File: config.mk
export PLATFORM = sky130hd
export DESIGN_NAME = serial_port
export DESIGN_NICKNAME = d
export VERILOG_FILES = /design/src/hw/serial_port.v
export VERILOG_INCLUDE_DIRS = /design/src /design/src/hw
export SDC_FILE = /design/constraint.sdc
export NUM_CORES = 1
export LEC_CHECK = 0
export ABC_AREA = 1
export BUFFER_PORTS_ARGS = -buffer_cell sky130_fd_sc_hd__buf_2
export CAP_MARGIN = 25
export CELL_PAD_IN_SITES_DETAIL_PLACEMENT = 0
export CELL_PAD_IN_SITES_GLOBAL_PLACEMENT = 1
export CORE_ASPECT_RATIO = 0.7
export CORE_MARGIN = 1.5
export CORE_UTILIZATION = 48
export CTS_CLUSTER_SIZE = 40
export DETAILED_ROUTE_END_ITERATION = 8
export PLACE_DENSITY = 0.84
export SETUP_SLACK_MARGIN = 0.05
export SYNTH_ARGS = -nofsm -noshare
export SYNTH_HDL_FRONTEND = slang
export SYNTH_SLANG_ARGS = --single-unit
File: constraint.sdc
create_clock -name ref_clk -period 2.6 [get_ports ref_clk]
set_input_delay 0.39 -clock ref_clk [delete_from_list [all_inputs] [get_ports ref_clk]]
set_output_delay 0.39 -clock ref_clk [all_outputs]
set_load 0.05 [all_outputs]
File: src/hw/serial_port_defs.vh
// Constants for the timer-paced asynchronous serial port
`ifndef SERIAL_PORT_DEFS_VH
`define SERIAL_PORT_DEFS_VH

// Register addresses on the special-register port
`define CTRL_ADDR 8'h98
`define DATA_ADDR 8'h99

// Control register reset value and field positions
`define CTRL_RESET 8'h00
`define CTRL_MODE_BIT 7
`define CTRL_UNUSED_BIT 6
`define CTRL_CHECK_BIT 5
`define CTRL_REN_BIT 4
`define CTRL_TB8_BIT 3
`define CTRL_RB8_BIT 2
`define CTRL_TI_BIT 1
`define CTRL_RI_BIT 0

// Baud timer input clock selections
`define CLKSEL_DIV1 3'h0
`define CLKSEL_DIV4 3'h1
`define CLKSEL_DIV12 3'h2
`define CLKSEL_DIV48 3'h3
`define CLKSEL_EXT8 3'h4

// Prescaler terminal counts
`define PRE_LAST 6'h2f
`define PRE_DIV4_MASK 2'h3
`define PRE_DIV12_LAST 4'hb
`define EXT_LAST 3'h7

// Timer overflow point
`define TIMER_TOP 8'hff

// Frame lengths in bit times and buffer depth
`define FRAME_BITS_8 4'ha
`define FRAME_BITS_9 4'hb
`define TX_FIFO_DEPTH 8

`endif

File: src/hw/serial_port.v
// Timer-paced serial port with transmit FIFO and register port
`timescale 1ns/1ns
`include "serial_port_defs.vh"

// Small synchronous FIFO with registered ready and valid
module byte_fifo #(
  parameter WIDTH = 8,
  parameter DEPTH = 8,
  parameter AW = 3
) (
  // Clock and reset
  input wire ref_clk,
  input wire rst_b,
  // Filling side
  input wire in_valid,
  output reg in_ready_r,
  input wire [WIDTH-1:0] in_data,
  // Draining side
  output reg out_valid_r,
  input wire out_ready,
  output wire [WIDTH-1:0] out_data
);
  reg [WIDTH-1:0] mem [0:DEPTH-1]; // Storage words
  reg [AW-1:0] wr_ptr_r; // Next slot to write
  reg [AW-1:0] rd_ptr_r; // Next slot to read
  reg [AW:0] count_r; // Words held
  reg [AW:0] count_nxt;
  wire push = in_valid & in_ready_r; // Accepted write
  wire pop = out_valid_r & out_ready; // Accepted read

  assign out_data = mem[rd_ptr_r];

  // Occupancy after this cycle
  always @* begin
    count_nxt = count_r;
    if (push & ~pop) begin
      count_nxt = count_r + {{AW{1'b0}}, 1'b1};
    end else if (pop & ~push) begin
      count_nxt = count_r - {{AW{1'b0}}, 1'b1};
    end
  end

  // Pointers and flags; flags are flops so they never glitch
  always @(posedge ref_clk or negedge rst_b) begin
    if (!rst_b) begin
      wr_ptr_r <= {AW{1'b0}};
      rd_ptr_r <= {AW{1'b0}};
      count_r <= {(AW+1){1'b0}};
      in_ready_r <= 1'b1;
      out_valid_r <= 1'b0;
    end else begin
      if (push) begin
        wr_ptr_r <= wr_ptr_r + {{(AW-1){1'b0}}, 1'b1};
      end
      if (pop) begin
        rd_ptr_r <= rd_ptr_r + {{(AW-1){1'b0}}, 1'b1};
      end
      count_r <= count_nxt;
      in_ready_r <= (count_nxt != DEPTH[AW:0]);
      out_valid_r <= (count_nxt != {(AW+1){1'b0}});
    end
  end

  // Data array has no reset, so it stays plain storage
  always @(posedge ref_clk) begin
    if (push) begin
      mem[wr_ptr_r] <= in_data;
    end
  end
endmodule

// Summary of operation
// - Data read gives received byte, write transmits
// - Receiver shifts new byte while buffer unread
// - Enabled interrupt on either done flag
// - Done flags cleared only by software
// - Transmit clock from 8-bit auto-reload overflows
// - Hidden receive timer mirrors baud timer
// - Start edge reloads receive timer immediately
// - Both timer overflows divided by two
// - Rate is clock/(256-reload)/2
// - Five selectable timer input clocks
// - Control bit 7 selects 8/9-bit frames
// - 8-bit frame: start, eight LSB-first, stop
// - Writing data buffer starts transmission
// - Transmit-done set at start of stop bit
// - Control bit 4 enables reception
// - Accept only if flag clear, stop checked in 8-bit with bit 5
// - Acceptance stores byte, bit 2, sets flag
// - Overrun keeps first byte, drops later
// - 9-bit filter: flag only when ninth bit 1
// - Bit 3 sent ninth; ninth received to bit 2
// - Receive-done set at stop sample
// - Control bit 6 reads one, ignores writes
module serial_port (
  // Clock and reset
  input wire ref_clk,
  input wire rst_b,
  // Special-register port
  input wire [7:0] sfr_addr,
  input wire sfr_wr,
  input wire sfr_rd,
  input wire [7:0] sfr_wdata,
  output reg [7:0] sfr_rdata_r,
  // Baud timer controls
  input wire timer_run,
  input wire [2:0] timer_clk_sel,
  input wire ext_osc_tick,
  input wire [7:0] baud_reload_value,
  // Interrupt
  input wire port_int_enable,
  output reg port_irq_r,
  // Serial lines
  input wire rx_pin,
  output reg tx_pin_r,
  // Transmit buffer space
  output wire tx_buf_ready
);
  // Control register fields
  reg frame_format_select_r; // 0: 8-bit, 1: 9-bit
  reg stop_check_or_address_filter_r;
  reg receiver_enable_bit_r;
  reg tx_ninth_bit_r;
  reg rx_ninth_bit_r;
  reg tx_done_flag_r;
  reg rx_done_flag_r;
  reg [7:0] rx_buffer_r; // Buffered received byte
  // Baud timers
  reg [5:0] pre_r; // System clock prescaler
  reg [3:0] pre12_r; // Divide-by-12 counter
  reg [2:0] ext_r; // External oscillator divider
  reg timer_tick; // Baud timer input clock enable
  reg [7:0] baud_timer_low_byte_r; // Transmit timer
  reg [7:0] rx_timer_r; // Hidden receive copy
  reg tx_div_r;
  reg rx_div_r;
  wire tx_ovf;
  wire rx_ovf;
  wire tx_bit;
  wire rx_sample;
  // Transmitter
  reg tx_busy_r;
  reg [10:0] tx_sh_r;
  reg [3:0] tx_cnt_r;
  reg [3:0] tx_len_r;
  wire [7:0] fifo_data;
  wire fifo_valid;
  wire tx_load = fifo_valid & ~tx_busy_r; // Idle shifter takes a word
  wire data_wr = sfr_wr & (sfr_addr == `DATA_ADDR);
  wire ctrl_wr = sfr_wr & (sfr_addr == `CTRL_ADDR);
  // Receiver
  reg rx_prev_r;
  reg rx_busy_r;
  reg [3:0] rx_idx_r;
  reg [7:0] rx_sh_r; // Shift path, separate from buffer
  reg rx_nine_r;
  wire start_det;
  wire [3:0] rx_last;
  wire rx_stop;
  wire rx_accept;
  wire rx_set;
  wire tx_set;

  // Transmit words queue here; writes while full are dropped
  byte_fifo #(
    .WIDTH(8),
    .DEPTH(`TX_FIFO_DEPTH),
    .AW(3)
  ) tx_fifo (
    .ref_clk(ref_clk),
    .rst_b(rst_b),
    .in_valid(data_wr),
    .in_ready_r(tx_buf_ready),
    .in_data(sfr_wdata),
    .out_valid_r(fifo_valid),
    .out_ready(tx_load),
    .out_data(fifo_data)
  );

  // Timer input clock select
  always @* begin
    case (timer_clk_sel)
      `CLKSEL_DIV1: timer_tick = 1'b1;
      `CLKSEL_DIV4: timer_tick = (pre_r[1:0] == `PRE_DIV4_MASK);
      `CLKSEL_DIV12: timer_tick = (pre12_r == `PRE_DIV12_LAST);
      `CLKSEL_DIV48: timer_tick = (pre_r == `PRE_LAST);
      `CLKSEL_EXT8: timer_tick = ext_osc_tick & (ext_r == `EXT_LAST);
      default: timer_tick = 1'b0; // Reserved codes stop the timer
    endcase
  end

  // Prescalers run freely so a select change takes effect at once
  always @(posedge ref_clk or negedge rst_b) begin
    if (!rst_b) begin
      pre_r <= 6'h00;
      pre12_r <= 4'h0;
      ext_r <= 3'h0;
    end else begin
      pre_r <= (pre_r == `PRE_LAST) ? 6'h00 : pre_r + 6'h01;
      pre12_r <= (pre12_r == `PRE_DIV12_LAST) ? 4'h0 : pre12_r + 4'h1;
      if (ext_osc_tick) begin
        ext_r <= ext_r + 3'h1;
      end
    end
  end

  assign tx_ovf = timer_run & timer_tick &
                  (baud_timer_low_byte_r == `TIMER_TOP);
  assign rx_ovf = timer_run & timer_tick & (rx_timer_r == `TIMER_TOP);
  assign tx_bit = tx_ovf & tx_div_r;
  // Odd overflows after the start edge fall mid-bit
  assign rx_sample = rx_ovf & ~rx_div_r & rx_busy_r;
  assign start_det = ~rx_busy_r & receiver_enable_bit_r &
                     rx_prev_r & ~rx_pin;

  // Transmit and receive auto-reload timers
  always @(posedge ref_clk or negedge rst_b) begin
    if (!rst_b) begin
      baud_timer_low_byte_r <= 8'h00;
      rx_timer_r <= 8'h00;
      tx_div_r <= 1'b0;
      rx_div_r <= 1'b0;
    end else begin
      if (tx_ovf) begin
        baud_timer_low_byte_r <= baud_reload_value;
        tx_div_r <= ~tx_div_r;
      end else if (timer_run & timer_tick) begin
        baud_timer_low_byte_r <= baud_timer_low_byte_r + 8'h01;
      end
      if (start_det) begin
        rx_timer_r <= baud_reload_value;
        rx_div_r <= 1'b0;
      end else if (rx_ovf) begin
        rx_timer_r <= baud_reload_value;
        rx_div_r <= ~rx_div_r;
      end else if (timer_run & timer_tick) begin
        rx_timer_r <= rx_timer_r + 8'h01;
      end
    end
  end

  // Transmit shifter; frame waits for the next bit tick
  always @(posedge ref_clk or negedge rst_b) begin
    if (!rst_b) begin
      tx_busy_r <= 1'b0;
      tx_sh_r <= 11'h7ff;
      tx_cnt_r <= 4'h0;
      tx_len_r <= `FRAME_BITS_8;
      tx_pin_r <= 1'b1;
    end else if (tx_load) begin
      tx_busy_r <= 1'b1;
      tx_cnt_r <= 4'h0;
      if (frame_format_select_r) begin
        tx_sh_r <= {1'b1, tx_ninth_bit_r, fifo_data, 1'b0};
        tx_len_r <= `FRAME_BITS_9;
      end else begin
        tx_sh_r <= {2'b11, fifo_data, 1'b0};
        tx_len_r <= `FRAME_BITS_8;
      end
    end else if (tx_busy_r & tx_bit) begin
      if (tx_cnt_r == tx_len_r) begin
        tx_busy_r <= 1'b0; // Stop bit done, line stays high
      end else begin
        tx_pin_r <= tx_sh_r[0]; // LSB first
        tx_sh_r <= {1'b1, tx_sh_r[10:1]};
        tx_cnt_r <= tx_cnt_r + 4'h1;
      end
    end
  end

  // Stop bit goes out when the count hits its last slot
  assign tx_set = tx_busy_r & tx_bit &
                  (tx_cnt_r == tx_len_r - 4'h1);

  assign rx_last = frame_format_select_r ? `FRAME_BITS_9 - 4'h1 :
                   `FRAME_BITS_8 - 4'h1;
  assign rx_stop = rx_sample & (rx_idx_r == rx_last);
  // Flag clear is required; the check bit means stop or ninth bit
  assign rx_accept = ~rx_done_flag_r &
                     (~stop_check_or_address_filter_r |
                      (frame_format_select_r ? rx_nine_r : rx_pin));
  assign rx_set = rx_stop & rx_accept;

  // Receive shifter runs independent of the buffer
  always @(posedge ref_clk or negedge rst_b) begin
    if (!rst_b) begin
      rx_prev_r <= 1'b1;
      rx_busy_r <= 1'b0;
      rx_idx_r <= 4'h0;
      rx_sh_r <= 8'h00;
      rx_nine_r <= 1'b0;
    end else begin
      rx_prev_r <= rx_pin;
      if (start_det) begin
        rx_busy_r <= 1'b1;
        rx_idx_r <= 4'h0;
      end else if (rx_sample) begin
        rx_idx_r <= rx_idx_r + 4'h1;
        if (rx_idx_r == 4'h0 && rx_pin) begin
          rx_busy_r <= 1'b0; // Glitch, not a real start
        end else if (rx_idx_r == rx_last) begin
          rx_busy_r <= 1'b0;
        end else if (rx_idx_r <= 4'h8 && rx_idx_r != 4'h0) begin
          rx_sh_r <= {rx_pin, rx_sh_r[7:1]};
        end else if (rx_idx_r == 4'h9) begin
          rx_nine_r <= rx_pin;
        end
      end
    end
  end

  // Control register, buffer and flags; hardware set beats clear
  always @(posedge ref_clk or negedge rst_b) begin
    if (!rst_b) begin
      frame_format_select_r <= 1'b0;
      stop_check_or_address_filter_r <= 1'b0;
      receiver_enable_bit_r <= 1'b0;
      tx_ninth_bit_r <= 1'b0;
      rx_ninth_bit_r <= 1'b0;
      tx_done_flag_r <= 1'b0;
      rx_done_flag_r <= 1'b0;
      rx_buffer_r <= 8'h00;
    end else begin
      if (ctrl_wr) begin
        frame_format_select_r <= sfr_wdata[`CTRL_MODE_BIT];
        stop_check_or_address_filter_r <= sfr_wdata[`CTRL_CHECK_BIT];
        receiver_enable_bit_r <= sfr_wdata[`CTRL_REN_BIT];
        tx_ninth_bit_r <= sfr_wdata[`CTRL_TB8_BIT];
        rx_ninth_bit_r <= sfr_wdata[`CTRL_RB8_BIT];
        tx_done_flag_r <= sfr_wdata[`CTRL_TI_BIT];
        rx_done_flag_r <= sfr_wdata[`CTRL_RI_BIT];
      end
      if (tx_set) begin
        tx_done_flag_r <= 1'b1;
      end
      if (rx_set) begin
        rx_buffer_r <= rx_sh_r;
        rx_ninth_bit_r <= frame_format_select_r ? rx_nine_r : rx_pin;
        rx_done_flag_r <= 1'b1;
      end
    end
  end

  // Registered read data and interrupt request
  always @(posedge ref_clk or negedge rst_b) begin
    if (!rst_b) begin
      sfr_rdata_r <= 8'h00;
      port_irq_r <= 1'b0;
    end else begin
      // Level follows flags; no vector clears them
      port_irq_r <= port_int_enable &
                    (tx_done_flag_r | rx_done_flag_r);
      if (sfr_rd && sfr_addr == `DATA_ADDR) begin
        sfr_rdata_r <= rx_buffer_r;
      end else if (sfr_rd && sfr_addr == `CTRL_ADDR) begin
        sfr_rdata_r <= {frame_format_select_r, 1'b1,
                        stop_check_or_address_filter_r,
                        receiver_enable_bit_r, tx_ninth_bit_r,
                        rx_ninth_bit_r, tx_done_flag_r, rx_done_flag_r};
      end else if (sfr_rd) begin
        sfr_rdata_r <= 8'h00; // Unmapped address
      end
    end
  end
endmodule

==> results_dict.tcl <==
set metrics [dict create \
    outcome "finished clean" \
    num_vias 5696 \
    synth_flop_cell "dfrtp_1" \
    ys_warn_count 0 \
    clkTransAtPathRegs_ns 0.07 \
    design_area_um2 8678 \
    grt_pass1_wl_um 27850 \
    io_buffer_count 45 \
    synth_edf_count 64 \
    clock_path_buffers 2 \
    critPathArrivalTime_ns 2.45 \
    grt_start_max_net_pins 49 \
    syn-cell-area_um2 7540 \
    drc 0 \
    crit_type "reg -> reg" \
    fillers 1354 \
    hold_viol_final 0 \
    netlist_instances 768 \
    antenna_left 0 \
    slowest_delay_ns 0.64 \
    postSynthAreaPerCell_um2 9.817 \
    peakVddDrop_uv 454.4 \
    track_usage 0.2172 \
    first_pass_iters 5 \
    relSlewSlack 0.4149 \
    htreeDepth 4 \
    die_x_um 152.8 \
    cp_common_cell "o21ai_0" \
    dpl_cell_area_um2 8070 \
    synth_top_area_frac 0.2854 \
    syn_to_final_growth_pct 15.10 \
    antenna_found_initial 0 \
    worstPathMaxFanout 32 \
    layout.nets 881 \
    synth_nets 817 \
    slew_violations 0 \
    clkLatencyLatePin_ns 0.43 \
    path_cells "inv_1, o21ai_0, o22ai_1, o21ai_0, o21ai_0, nand3_1, nand2_1" \
    rsz0062_at_grt "no" \
    pin_count 46 \
    critical-path-top-delay-family "compound AO/OA/AOI/OAI gates" \
    core_um2 15400 \
    seq_area_frac_synth 0.5856 \
    clock.fmax_mhz 482.5 \
    critPathCaptureType "register" \
    synth.largest_area_cell "dfrtp_1" \
    globalRouteOverflowTotal 0 \
    min_path_type "in -> reg" \
    rows 38 \
    critPathSlowestCell "inv_1" \
    cts-root-buf "clkbuf_16" \
    path_buf_inv 1 \
    post-route-period-util 0.7971 \
    fin_skew_ns 0.009558 \
    grt_pass1_vias 5619 \
    drive_above_1_share 0.1716 \
    vias_per_cell 5.451 \
    maxCapViolCount 0 \
    gp_congestion 0.8398 \
    ys_seq_elements 163 \
    die_area_um2 16480 \
    multi_input_area_um2 2725 \
    die_y_um 107.9 \
    dpl.hpwl_um 11990 \
    worst_slew_pin_slew_ns 0.8767 \
    finalSetupTns_ns 0 \
    drtIter0Drc 467 \
    crit_required_ns 2.98 \
    cts_tree "built" \
    start_util 0.4894 \
    powerDensity_nw_per_um2 700.5 \
    drt_wl_total_um 16830 \
    setup_viol 0 \
    clkSinkCount 163 \
    ys_async_sr_fraction 0.6074 \
    n_antenna_cell 0 \
    avgRoutedWirePerCell_um 16.10 \
    netlist-cell-type-count 44 \
    cp-start-kind "register" \
    p_leak_nw 3.871 \
    cts-buffers-inserted 17 \
    ctsResizeCount 0 \
    finalWorstPathRequiredPeriod_ns 2.073 \
    ys_top_cells_by_area "dfrtp_1, edfxtp_1, nand2_1" \
    post-cts-setup-buffers 0 \
    seq_area_um2 4415 \
]
kinds of logic after synthesis:
logic type | after synthesis | share of synthesized area
buf+inv | 102 | 0.05294
compound gates | 142 | 0.1133
flops | 163 | 0.5856
simple gates | 319 | 0.1913
fa+ha+maj | 14 | 0.02323
xor+xnor | 25 | 0.02904
mux | 3 | 0.004480
what timing repair did:
item | in CTS | in global routing
setup endpoints to repair | 0 | 0
hold buffers | 1 | 0
endpoints found under the hold margin | 27 | 0
cell usage after synthesis, types with 2 or more instances:
| cell type | n |
|---|---|
| nand2_1 | 140 |
| dfrtp_1 | 86 |
| inv_1 | 83 |
| o21ai_0 | 77 |
| nor2_1 | 76 |
| edfxtp_1 | 64 |
| nand3_1 | 61 |
| xor2_1 | 21 |
| o22ai_1 | 17 |
| o21ai_2 | 16 |
| ha_1 | 14 |
| nor3_1 | 14 |
| a21oi_1 | 13 |
| clkbuf_1 | 13 |
| dfstp_2 | 13 |
| nand4_1 | 9 |
| o221ai_1 | 7 |
| nand3_2 | 4 |
| nor2_2 | 4 |
| xnor2_1 | 4 |
| mux2_2 | 3 |
| nand2_4 | 3 |
| a22oi_1 | 2 |
| buf_6 | 2 |
| o211ai_1 | 2 |
| o21ai_1 | 2 |
cells in the final DEF (no fill, tap or decap), types with 4 or more instances in the layout:
| cell type | n |
|---|---|
| a21oi_1 | 13 |
| o22ai_1 | 17 |
| nand3_2 | 4 |
| buf_4 | 16 |
| nand3_1 | 61 |
| inv_1 | 83 |
| clkbuf_16 | 17 |
| o21ai_2 | 16 |
| inv_6 | 4 |
| ha_1 | 14 |
| dfstp_2 | 13 |
| nor3_1 | 14 |
| nor2_2 | 4 |
| o21ai_0 | 77 |
| buf_2 | 44 |
| edfxtp_1 | 64 |
| nand2_1 | 140 |
| xor2_1 | 21 |
| nand4_1 | 9 |
| o221ai_1 | 7 |
| dfrtp_1 | 86 |
| xnor2_1 | 4 |
| nor2_1 | 76 |
sequential cells by signal (all words and copies together) (netlist names), 6 cells and up:
name,count
rx_buffer_r,8
baud_timer_low_byte_r,8
tx_fifo.mem,64
sfr_rdata_r,8
tx_sh_r,10
pre_r,6
rx_timer_r,8
rx_sh_r,8
layout make-up:
type                    instances  share of cell area
inverters                      85             0.03676
flip-flops and latches        163              0.5088
well taps                     200             0.02884
multi-input cells             503              0.3140
repair buffers                 62             0.04268
clock inverters                15             0.01990
clock buffers                  17             0.04902
worst paths after layout:
path / end / start / depth (start not counted) / slack, ns
worst max-delay path: tx_sh_r[3] / tx_fifo.rd_ptr_r[0] / 7 / 0.53
worst min-delay path: rx_prev_r / rx_pin / 1 / 0.1
worst max register to register: tx_sh_r[3] / tx_fifo.rd_ptr_r[0] / 7 / 0.53
worst min register to register: pre_r[0] / pre_r[0] / 1 / 0.46
max in group asynchronous: tx_fifo.in_ready_r / rst_b / 3 / 1.45
min in group asynchronous: tx_fifo.rd_ptr_r[0] / rst_b / 2 / 0.46
power breakdown:
group	internal [W]	switching, W	total [W]
Clock	0.00144	0.00108	0.00253
Combinational	0.000235	0.000341	0.000575
Sequential	0.00283	0.000147	0.00298
routing by layer:
metal | GRT usage | up-vias | wire length (um) | part of all wire
met4 | 0.07830 | 0 | 275 | 0.016
met3 | 0.05636 | 24 | 1131 | 0.067
met1 | 0.2985 | 2754 | 7977 | 0.47
met2 | 0.3343 | 191 | 7441 | 0.44
li1 | - | 2727 | - | -
met5 | 0 | - | 0 | 0
stage by stage:
stage / cells / hold WS [ns] / worst slack, ns / power, W / utilization
floorplan: 768 / 0.09441 / 0.2511 / 0.003390 / -
global placement: 1012 / 0.3825 / 0.4997 / 0.003571 / 0.5239
detailed placement: 1012 / 0.3722 / 0.5304 / 0.003600 / 0.5239
CTS: 1045 / 0.08728 / 0.5295 / 0.006121 / 0.5634
global route: 1045 / 0.08308 / 0.2999 / 0.006336 / 0.5634
finish: 1045 / 0.09992 / 0.5275 / 0.006079 / 0.5634
Note: power is estimated with default switching activity, not from simulation.
